--- src/logic/anp_map.svh ---
`ifndef ANP_MAP_SVH
`define ANP_MAP_SVH

// ------------------------------------------------------------
// register offsets on the management bus
// ------------------------------------------------------------
`define ANP_REG_ADV 5'h04
`define ANP_REG_EXP 5'h06
`define ANP_REG_NPTX 5'h07
`define ANP_REG_NPRX 5'h08

// ------------------------------------------------------------
// field positions
// ------------------------------------------------------------
`define ANP_ADV_NP_BIT 15
`define ANP_EXP_PDF_BIT 4
`define ANP_EXP_LPNP_BIT 3
`define ANP_EXP_NPABLE_BIT 2
`define ANP_EXP_PGRX_BIT 1
`define ANP_EXP_LPAN_BIT 0
`define ANP_NPTX_NP_BIT 15
`define ANP_NPTX_MP_BIT 13
`define ANP_NPTX_ACK2_BIT 12
`define ANP_NPTX_CODE_MSB 10

// ------------------------------------------------------------
// reset values and constants
// ------------------------------------------------------------
`define ANP_NPTX_CODE_RST 11'h001
`define ANP_NPTX_MP_RST 1'b1
`define ANP_WORD_ZERO 16'h0000
`define ANP_NP_ABLE 1'b1

// ------------------------------------------------------------
// management frame figures
// ------------------------------------------------------------
`define ANP_OP_READ 2'h2
`define ANP_OP_WRITE 2'h1
`define ANP_PREAMBLE_MIN 6'h20
`define ANP_HDR_LAST 5'h0C
`define ANP_TA_LAST 5'h01
`define ANP_DATA_LAST 5'h0F
`define ANP_SKIP_LAST 5'h11

`endif

--- src/logic/anp_pkg.sv ---
package anp_pkg;

  // one next page word, transmit or received
  typedef struct packed {
    logic next_page;
    logic reserved;
    logic message_page;
    logic ack2;
    logic toggle;
    logic [10:0] code;
  } anp_page_t;

  // register access strobe from the serial engine
  typedef struct packed {
    logic rd;
    logic wr;
    logic [4:0] addr;
    logic [15:0] wdata;
  } anp_acc_t;

  typedef enum logic [2:0] {
    ANP_IDLE = 3'b000,
    ANP_HDR = 3'b001,
    ANP_TA = 3'b010,
    ANP_RDATA = 3'b011,
    ANP_WDATA = 3'b100,
    ANP_SKIP = 3'b101
  } anp_mstate_t;

endpackage : anp_pkg

--- src/logic/anp_mgmt_serial.sv ---
`timescale 1ns/10ps
`include "anp_map.svh"

module anp_mgmt_serial (
  input wire logic core_clk,
  input wire logic rst_n,
  input wire logic mdc,
  input wire logic mdio_in,
  output logic mdio_out,
  output logic mdio_oe,
  input wire logic [4:0] phy_addr,
  output anp_pkg::anp_acc_t acc,
  input wire logic [15:0] rdata
);
  import anp_pkg::*;

  // ------------------------------------------------------------
  // pin synchronisers and clock edge detect
  // ------------------------------------------------------------
  logic mdc_m_q, mdc_s_q, mdc_p_q, dio_m_q, dio_s_q;
  // first stages feed only the second stages
  always_ff @(posedge core_clk) begin
    if (!rst_n) begin
      mdc_m_q <= 1'b0;
      mdc_s_q <= 1'b0;
      mdc_p_q <= 1'b0;
      dio_m_q <= 1'b1;
      dio_s_q <= 1'b1;
    end else begin
      mdc_m_q <= mdc;
      mdc_s_q <= mdc_m_q;
      mdc_p_q <= mdc_s_q;
      dio_m_q <= mdio_in;
      dio_s_q <= dio_m_q;
    end
  end

  wire rise = mdc_s_q & ~mdc_p_q;
  wire bit_in = dio_s_q;

  // ------------------------------------------------------------
  // frame decoder
  // ------------------------------------------------------------
  anp_mstate_t st_q;
  logic [5:0] ones_q;
  logic [4:0] cnt_q;
  logic [15:0] sh_q;
  logic is_rd_q;
  logic [4:0] reg_q;

  wire [12:0] hdr = {sh_q[11:0], bit_in};
  wire hdr_ok = hdr[12] & (hdr[9:5] == phy_addr);
  wire hdr_rd = hdr_ok & (hdr[11:10] == `ANP_OP_READ);
  wire hdr_wr = hdr_ok & (hdr[11:10] == `ANP_OP_WRITE);
  wire hdr_end = rise & (st_q == ANP_HDR) & (cnt_q == `ANP_HDR_LAST);
  wire wr_end = rise & (st_q == ANP_WDATA) & (cnt_q == `ANP_DATA_LAST);

  // strobes are one core cycle; read data is taken in that same cycle
  assign acc.rd = hdr_end & hdr_rd;
  assign acc.wr = wr_end;
  assign acc.addr = hdr_end ? hdr[4:0] : reg_q;
  assign acc.wdata = {sh_q[14:0], bit_in};

  // all state moves on the synchronised mdc rising edge
  always_ff @(posedge core_clk) begin
    if (!rst_n) begin
      st_q <= ANP_IDLE;
      ones_q <= 6'h00;
      cnt_q <= 5'h00;
      sh_q <= `ANP_WORD_ZERO;
      is_rd_q <= 1'b0;
      reg_q <= 5'h00;
      mdio_out <= 1'b0;
      mdio_oe <= 1'b0;
    end else if (rise) begin
      cnt_q <= cnt_q + 5'h01;
      unique case (st_q)
        ANP_IDLE: begin
          cnt_q <= 5'h00;
          if (bit_in) begin
            if (ones_q != `ANP_PREAMBLE_MIN) ones_q <= ones_q + 6'h01;
          end else if (ones_q == `ANP_PREAMBLE_MIN) begin
            st_q <= ANP_HDR;
          end else begin
            ones_q <= 6'h00;
          end
        end
        ANP_HDR: begin
          sh_q <= {sh_q[14:0], bit_in};
          ones_q <= 6'h00;
          if (cnt_q == `ANP_HDR_LAST) begin
            cnt_q <= 5'h00;
            reg_q <= hdr[4:0];
            is_rd_q <= hdr_rd;
            if (hdr_rd) sh_q <= rdata;
            st_q <= (hdr_rd | hdr_wr) ? ANP_TA : ANP_SKIP;
          end
        end
        ANP_TA: begin
          // second turnaround bit is driven low on reads
          if (is_rd_q) begin
            mdio_oe <= 1'b1;
            mdio_out <= (cnt_q == `ANP_TA_LAST) ? sh_q[15] : 1'b0;
          end
          if (cnt_q == `ANP_TA_LAST) begin
            cnt_q <= 5'h00;
            st_q <= is_rd_q ? ANP_RDATA : ANP_WDATA;
          end
        end
        ANP_RDATA: begin
          sh_q <= {sh_q[14:0], 1'b0};
          mdio_out <= sh_q[14];
          if (cnt_q == `ANP_DATA_LAST) begin
            mdio_oe <= 1'b0;
            mdio_out <= 1'b0;
            st_q <= ANP_IDLE;
          end
        end
        ANP_WDATA: begin
          sh_q <= {sh_q[14:0], bit_in};
          if (cnt_q == `ANP_DATA_LAST) st_q <= ANP_IDLE;
        end
        ANP_SKIP: begin
          // foreign address or bad opcode: sit out the frame
          if (cnt_q == `ANP_SKIP_LAST) st_q <= ANP_IDLE;
        end
        default: st_q <= ANP_IDLE;
      endcase
    end
  end

endmodule : anp_mgmt_serial

--- src/logic/anp_regs.sv ---
`timescale 1ns/10ps
`include "anp_map.svh"

// Notes on behaviour
// - expansion register always reports local next-page capability as one
// - partner next-page and auto-negotiation ability bits are read-only, reset zero
// - parallel-fault and page-received flags latch high, read-only, reset zero
// - next-page, message-page and second acknowledge bits of outgoing page are read-write
// - outgoing toggle bit is device-kept, read-only, follows previous code word
// - outgoing eleven-bit code field is read-write, resets to one
// - partner's received next page is shown read-only, all bits reset zero
// - base advertisement next-page bit is read-write, resets zero, gates next-page offer

module anp_regs (
  input wire logic core_clk,
  input wire logic rst_n,
  input wire logic mdc,
  input wire logic mdio_in,
  output logic mdio_out,
  output logic mdio_oe,
  input wire logic [4:0] phy_addr,
  input wire logic parallel_fault,
  input wire logic partner_np_able,
  input wire logic partner_an_able,
  input wire logic page_rx,
  input wire anp_pkg::anp_page_t rx_page,
  input wire logic page_tx_sent,
  output anp_pkg::anp_page_t tx_page,
  output logic adv_next_page
);
  import anp_pkg::*;

  // ------------------------------------------------------------
  // management serial engine
  // ------------------------------------------------------------
  anp_acc_t acc;
  logic [15:0] rdata;

  anp_mgmt_serial u_serial (
    .core_clk(core_clk),
    .rst_n(rst_n),
    .mdc(mdc),
    .mdio_in(mdio_in),
    .mdio_out(mdio_out),
    .mdio_oe(mdio_oe),
    .phy_addr(phy_addr),
    .acc(acc),
    .rdata(rdata)
  );

  // ------------------------------------------------------------
  // address decode
  // ------------------------------------------------------------
  wire sel_adv = (acc.addr == `ANP_REG_ADV);
  wire sel_exp = (acc.addr == `ANP_REG_EXP);
  wire sel_nptx = (acc.addr == `ANP_REG_NPTX);
  wire sel_nprx = (acc.addr == `ANP_REG_NPRX);
  wire wr_adv = acc.wr & sel_adv;
  wire wr_nptx = acc.wr & sel_nptx;
  wire rd_exp = acc.rd & sel_exp;

  // ------------------------------------------------------------
  // stored state
  // ------------------------------------------------------------
  logic adv_np_q;
  logic pdf_q, pgrx_q, pgrx_arm_q;
  logic lp_np_q, lp_an_q;
  anp_page_t rxp_q;

  // base page next-page enable, writes to other base bits are not ours
  always_ff @(posedge core_clk) begin
    if (!rst_n) adv_np_q <= 1'b0;
    else if (wr_adv) adv_np_q <= acc.wdata[`ANP_ADV_NP_BIT];
  end
  assign adv_next_page = adv_np_q;

  // outgoing page: software fields, device-kept toggle
  always_ff @(posedge core_clk) begin
    if (!rst_n) begin
      tx_page.next_page <= 1'b0;
      tx_page.reserved <= 1'b0;
      tx_page.message_page <= `ANP_NPTX_MP_RST;
      tx_page.ack2 <= 1'b0;
      tx_page.toggle <= 1'b0;
      tx_page.code <= `ANP_NPTX_CODE_RST;
    end else begin
      if (wr_nptx) begin
        tx_page.next_page <= acc.wdata[`ANP_NPTX_NP_BIT];
        tx_page.message_page <= acc.wdata[`ANP_NPTX_MP_BIT];
        tx_page.ack2 <= acc.wdata[`ANP_NPTX_ACK2_BIT];
        tx_page.code <= acc.wdata[`ANP_NPTX_CODE_MSB:0];
      end
      // toggle flips once per page put on the wire; software writes skip it
      if (page_tx_sent) tx_page.toggle <= ~tx_page.toggle;
    end
  end

  // partner page is captured one cycle before its flag rises
  always_ff @(posedge core_clk) begin
    if (!rst_n) begin
      rxp_q <= `ANP_WORD_ZERO;
      pgrx_arm_q <= 1'b0;
      lp_np_q <= 1'b0;
      lp_an_q <= 1'b0;
    end else begin
      if (page_rx) rxp_q <= {rx_page.next_page, 1'b0, rx_page[13:0]};
      pgrx_arm_q <= page_rx;
      lp_np_q <= partner_np_able;
      lp_an_q <= partner_an_able;
    end
  end

  // latched-high flags: a new event in the clearing cycle wins
  always_ff @(posedge core_clk) begin
    if (!rst_n) begin
      pdf_q <= 1'b0;
      pgrx_q <= 1'b0;
    end else begin
      pdf_q <= parallel_fault | (pdf_q & ~rd_exp);
      pgrx_q <= pgrx_arm_q | (pgrx_q & ~rd_exp);
    end
  end

  // ------------------------------------------------------------
  // read mux, unmapped addresses read zero
  // ------------------------------------------------------------
  logic [15:0] exp_word;
  logic [15:0] adv_word;
  assign exp_word = {11'h000, pdf_q, lp_np_q, `ANP_NP_ABLE, pgrx_q, lp_an_q};
  assign adv_word = {adv_np_q, 15'h0000};
  assign rdata = sel_exp ? exp_word :
                 sel_nptx ? {tx_page.next_page, 1'b0, tx_page[13:0]} :
                 sel_nprx ? rxp_q :
                 sel_adv ? adv_word : `ANP_WORD_ZERO;

endmodule : anp_regs

--- config.mk ---
export PLATFORM = sky130hd
export DESIGN_NAME = anp_regs
export DESIGN_NICKNAME = d
export VERILOG_FILES = /design/src/logic/anp_pkg.sv /design/src/logic/anp_mgmt_serial.sv /design/src/logic/anp_regs.sv
export VERILOG_INCLUDE_DIRS = /design/src /design/src/logic
export SDC_FILE = /design/constraint.sdc
export NUM_CORES = 1
export LEC_CHECK = 0
export BUFFER_PORTS_ARGS = -buffer_cell sky130_fd_sc_hd__buf_2
export CORE_UTILIZATION = 40
export CTS_BUF_LIST = sky130_fd_sc_hd__clkbuf_16
export DETAILED_ROUTE_END_ITERATION = 10
export SLEW_MARGIN = 30
export SYNTH_ARGS = -nofsm -noshare
export SYNTH_HDL_FRONTEND = slang
export SYNTH_SLANG_ARGS = --single-unit
--- constraint.sdc ---
create_clock -name core_clk -period 3.2 [get_ports core_clk]
set_clock_uncertainty 0.15 [all_clocks]
set_input_delay 0.16 -clock core_clk [delete_from_list [all_inputs] [get_ports core_clk]]
set_output_delay 0.16 -clock core_clk [all_outputs]
set_load 0.02 [all_outputs]
Word level (Yosys, flattened, before mapping):

Cells that the tools add are included.

* bitwise logic cells: 20
* equality and inequality tests: 28
* mux-type cells: 31
* reductions and logical operators: 11
* $add $sub $neg: 2

Operators with widths (count)
* 2-to-1 mux 16 bit: 6
* case mux 16 bit (3 select lines): 1
* 2-to-1 mux 3 bit: 8
* 2-to-1 mux 6 bit: 3
* equality test 5 x 3 -> 1 bit (second input constant): 3
* equality test 5 x 4 -> 1 bit (second input constant): 3
* 2-to-1 mux 5 bit: 3
* case mux 3 bit (5 select lines): 1
* case mux 5 bit (3 select lines): 1
* AND 1 bit: 14
* inequality test 2 x 1 -> 1 bit (second input constant): 6
* case mux 6 bit (2 select lines): 1
* AND reduction 4 bit: 2
* AND reduction 7 bit: 1
* adder 6 x 1 -> 6 bit (second input constant): 1
* equality test 3 x 2 -> 1 bit (second input constant): 2
* equality test 3 bit (second input constant): 2
* equality test 6 bit (second input constant): 1
* inequality test 6 bit (second input constant): 1
* AND reduction 3 bit: 2
* adder 5 x 1 -> 5 bit (second input constant): 1
* equality test 5 x 1 -> 1 bit (second input constant): 1
* equality test 5 bit: 1
* equality test 5 bit (second input constant): 1
* other kinds (15): 26

* output and inout port bits: 19
* flip-flop bits (word level): 79
* input bits: 30
* word-level logic and storage cells: 121

Logic depth before layout (Yosys ltp):

* word-level depth: 13
* mapped depth: 10
* gate-level depth less buffers: 8

Modules after synthesis:

A second synthesis with hierarchy kept.

* cell total of the unflattened synthesis: 437
* area total of the unflattened synthesis: 3960.0 um^2

By module, submodules not included
* anp_mgmt_serial: instances 1, area each 2304.7 um^2, cells each 263, sequential area each 860.8 um^2
* anp_regs: instances 1, area each 1655.3 um^2, cells each 174, sequential area each 720.7 um^2

Worst setup path after synthesis:

OpenSTA, ideal clock, no wires.

* kind: reg-to-reg
* from: register u_serial.cnt_q[0]
* to: register u_serial.sh_q[2]
* arrival: 1.897 ns
* stages on the path, launching flop included: 11
* setup slack: 1.037 ns
* data required time: 2.934 ns
* path buffers: 2
* clock period less this slack: 2.163 ns
* library setup time: 0.116 ns
* path through: dfxtp_1 -> inv_1 -> ha_1 -> and4b_4 -> nand3_4 -> buf_12 -> mux2i_4 -> nor4bb_1 -> buf_4 -> a31oi_1 -> a31o_1

* longest elaborated chain between the ends: 10
* elaborated cells between the ends (all ways): 12
* classes of those cells: 4 x eq/ne; 7 x mux; 1 x bitwise

RTL lines
* from (decl): RTL line anp_mgmt_serial.sv:46 `logic [4:0] cnt_q;`
* from (signal assigned): RTL line anp_mgmt_serial.sv:76 `cnt_q <= cnt_q + 5'h01;`
* equality test 5 x 4 -> 1 bit (no source line) (*)
* AND 1 bit: RTL line anp_mgmt_serial.sv:55 `` wire hdr_end = rise & (st_q == ANP_HDR) & (cnt_q == `ANP_HDR_LAST); ``
* 2-to-1 mux 5 bit: RTL line anp_mgmt_serial.sv:61 `assign acc.addr = hdr_end ? hdr[4:0] : reg_q;`
* equality test 5 x 4 -> 1 bit (no source line)
* 2-to-1 mux 16 bit (no source line) (3 in a row)
* 2-to-1 mux 16 bit: RTL line anp_mgmt_serial.sv:95 `if (hdr_rd) sh_q <= rdata;`
* 2-to-1 mux 16 bit (*): RTL line anp_mgmt_serial.sv:91 `` if (cnt_q == `ANP_HDR_LAST) begin ``
* case mux 16 bit (3 select lines) (*): RTL line anp_mgmt_serial.sv:77 `unique case (st_q)`
* to (signal assigned): RTL line anp_mgmt_serial.sv:89 `sh_q <= {sh_q[14:0], bit_in};`
* to (signal assigned): RTL line anp_mgmt_serial.sv:95
* to (signal assigned): RTL line anp_mgmt_serial.sv:111 `sh_q <= {sh_q[14:0], 1'b0};`
* to (decl): RTL line anp_mgmt_serial.sv:47 `logic [15:0] sh_q;`

Mark *: on every way between the ends. The rest lies on a longest branch, timed or not.
A chain may end at the register's enable or synchronous reset.

Final worst setup path:

* from: register u_serial.st_q[0]
* to: register u_serial.sh_q[9]

* longest elaborated chain between the ends: 11
* elaborated cells between the ends (all ways): 17
* classes of those cells: 6 x eq/ne; 7 x mux; 2 x bitwise; 2 x reduce/logical

RTL lines
* from (decl): RTL line anp_mgmt_serial.sv:44 `anp_mstate_t st_q;`
* from (signal assigned): RTL line anp_mgmt_serial.sv:96 `st_q <= (hdr_rd | hdr_wr) ? ANP_TA : ANP_SKIP;`
* from (signal assigned): RTL line anp_mgmt_serial.sv:107 `st_q <= is_rd_q ? ANP_RDATA : ANP_WDATA;`
* equality test 3 x 1 -> 1 bit: RTL line anp_mgmt_serial.sv:55, anp_mgmt_serial.sv:77
* AND 1 bit (2 in a row): RTL line anp_mgmt_serial.sv:55
* 2-to-1 mux 5 bit: RTL line anp_mgmt_serial.sv:61
* equality test 5 x 4 -> 1 bit (no source line)
* 2-to-1 mux 16 bit (no source line) (3 in a row)
* 2-to-1 mux 16 bit: RTL line anp_mgmt_serial.sv:95
* 2-to-1 mux 16 bit: RTL line anp_mgmt_serial.sv:91
* case mux 16 bit (3 select lines): RTL line anp_mgmt_serial.sv:77

Several ways; a longest one is shown, not always the timed one.

==> results.toml <==
[place]
port_buffers = 46
place_ws_ns = 0.538
gp_congestion = 0.773
hpwl_um = 6080

[power_and_ir_drop]
p_switching_uw = 466
total_power_mw = 2.13
intPower_mw = 1.67
ir_worst_vdd_v = 0.000433
p_per_area_nw_per_um2 = 451
p_clk_share_pct = 46.6
swShare_pct = 21.9
cellLeakagePower_nw = 1.86
p_seq_share_pct = 47.8
power_frac_comb_pct = 5.6

[grt]
grt_max_degree = 29
grtUsageTotal_pct = 19.1
gr-total-overflow = 0
grt_pass1_wl_um = 15100
antenna_found_initial = 0
grt_pass1_vias = 3111

[synthesis]
seq_area_frac_synth_pct = 40.3
yosysMostFrequentCell = "dfxtp_1"
yosys-top-cells-count = "dfxtp_1, nand2_1, nor2b_1"
synthCells = 421
ys_ff_latch = 79
syn_avg_cell_area_um2 = 9.31
synthArstFlopShare_pct = 0
synth_nets = 457
synth_top_flop_cell = "dfxtp_1"
synthTopCellsByArea = "dfxtp_1, mux2i_1, nor2b_1"
synth_edf_count = 0
synth_top_cell_area_share_pct = 40.3
synthesis.area_um2 = 3920
yosysUniqueCellTypes = 58
ys.warnings.count = 0
yosys.area.top_type = "dfxtp_1"

[routing]
ant_nets = 0
viasPerCell = 5.11
wl_per_cell_um = 14.8
num_vias = 3140
initialDrtViolationCount = 190
drc = 0
dr.pass1.iters = 4
wl_um = 9090

[sta]
period_share_pct = 84.4
fin_crit_ns = 2.70
final-max-slew-violation-count = 0
rsz0062_at_grt = "false"
fin_setup_tns_ns = 0
maxSlewHeadroom_pct = 48.1
setup_viol = 0
hold_viol_final = 0
setup_slack_ns = 0.498
fmax_mhz = 370
tightest_slew_ns = 0.774

[worst_setup_path]
cpMostUsedCell = "nand3_4"
crit_path_max_incr_delay_ns = 0.62
path_class = "reg2reg"
worstPathCellList = "nor3b_4, nand3_4, mux2i_4, nor4bb_1, buf_4, nand3_4, o21ai_2"
worst_setup_path_end_kind = "register"
crit_slowest_cell = "dfxtp_1"
critPathLaunchType = "register"
cp_max_fo = 14
worst_ep_arrival_time_ns = 2.81
cp.required_ns = 3.31

[die]
die_h_um = 101
core_um2 = 9370
die_area_um2 = 10200
rows = 35
start_util_pct = 41.8
die_w_um = 101
io-pin-count = 49

[cells_and_area]
nets = 518
antenna_cells = 0
syn_to_final_growth_pct = 20.6
post-route-util_pct = 50.5
drive_gt1_share_pct = 19.8

[clocking]
clkTransAtPathRegs_ns = 0.06
cts-buffers-inserted = 9
clockBufferDepth = 2
worstSkewPairLatency_ns = 0.34
cts_setup_buffers = 0
cts_tree = "built"
cts-root-buf = "clkbuf_16"
cts.sinks = 79
h-tree-depth = 3

[hold_path]
hold_class = "in2reg"

[run]
drv_cap = 0

[outcome]
status = "completed"
-- per-layer routing --
metal	vias up	wire length, um	GRT usage (%)
met2	63	4220	31.3
met3	6	344	3.88
li1	1599	-	-
met1	1472	4440	24.8
met4	0	79	6.80
met5	-	0	0
-- power groups by stage --
stage	clock (mW)	sequential (mW)	combinational, mW
global route	1.06	1.02	0.134
CTS	1.02	1.02	0.122
floorplan	0	1.04	0.0675
finish	0.994	1.02	0.121
global placement	0	1.04	0.100
detailed placement	0	1.04	0.102
-- state kept, by name, summed over array words and instances, names as in the netlist, 3 cells and up --
signal,cells
rxp_q,15
tx_page,15
u_serial.cnt_q,5
u_serial.ones_q,6
u_serial.reg_q,5
u_serial.sh_q,16
u_serial.st_q,3
-- critical path: cells and delay by family (launching register included) --
kind,cells,cell delay (ns)
buffers and inverters,1,0.21
multiplexers,1,0.29
flip-flops,1,0.62
AND/OR/NAND/NOR,4,1.15
AO/OA/AOI/OAI,1,0.20
-- cells by family (layout without fill, tap and decap cells) --
logic type / count (synthesis) / in the layout / synth area share (%)
AND/OR/NAND/NOR: 163 / 163 / 24.3
adder cells (fa/ha/maj): 6 / 6 / 1.91
flip-flops: 79 / 79 / 40.3
multiplexers: 38 / 38 / 10.7
AO/OA/AOI/OAI: 84 / 84 / 14.8
XOR/XNOR: 15 / 15 / 3.35
other: 1 / 1 / 0.0956
buffers and inverters: 35 / 100 / 4.56
-- metrics by stage --
stage | hold slack (ns) | cell area [um^2] | std cells
final | 0.204 | 4730 | 615
after global routing | 0.222 | 4730 | 615
after CTS | 0.189 | 4730 | 615
after detailed placement | 0.213 | 4230 | 579
after global placement | 0.199 | 4230 | 579
after floorplan | 0.111 | 3920 | 421
-- path summary, 6_finish.rpt --
path | start | to | slack, ns | cells past startpoint
setup reg to reg | u_serial.st_q[0] | u_serial.sh_q[9] | 0.50 | 7
setup / recovery | u_serial.st_q[0] | u_serial.sh_q[9] | 0.50 | 7
hold / removal | rst_n | u_serial.sh_q[13] | 0.20 | 3
hold reg to reg | u_serial.dio_m_q | u_serial.bit_in | 0.27 | 1
-- layout by cell type, fill, tap and decap left out, drive strengths merged, types with 8 or more instances in the layout --
| cell type | count |
|---|---|
| and2 | 8 |
| mux2i | 37 |
| o21ai | 33 |
| clkbuf | 9 |
| nor2 | 22 |
| inv | 10 |
| dfxtp | 79 |
| xnor2 | 9 |
| dlygate4sd3 | 21 |
| buf | 54 |
| a22oi | 12 |
| nor2b | 38 |
| a21oi | 10 |
| nand3 | 17 |
| nand2 | 43 |
-- cell type report --
cell class,instances,area [um^2]
fill,925,4640
inverter,10,37.5
clock inverter,6,62.6
tap,129,161
multi-input combinational,307,2160
clock buffer,9,225
sequential,79,1580
timing repair buffer,75,500
-- timing repair --
action / 4_1_cts / 5_1_grt
hold buffers: 21 / 0
endpoints found under the hold margin: 21 / 0
resized for setup: 0 / 0
No activity file was read; power rests on OpenSTA's default activity.
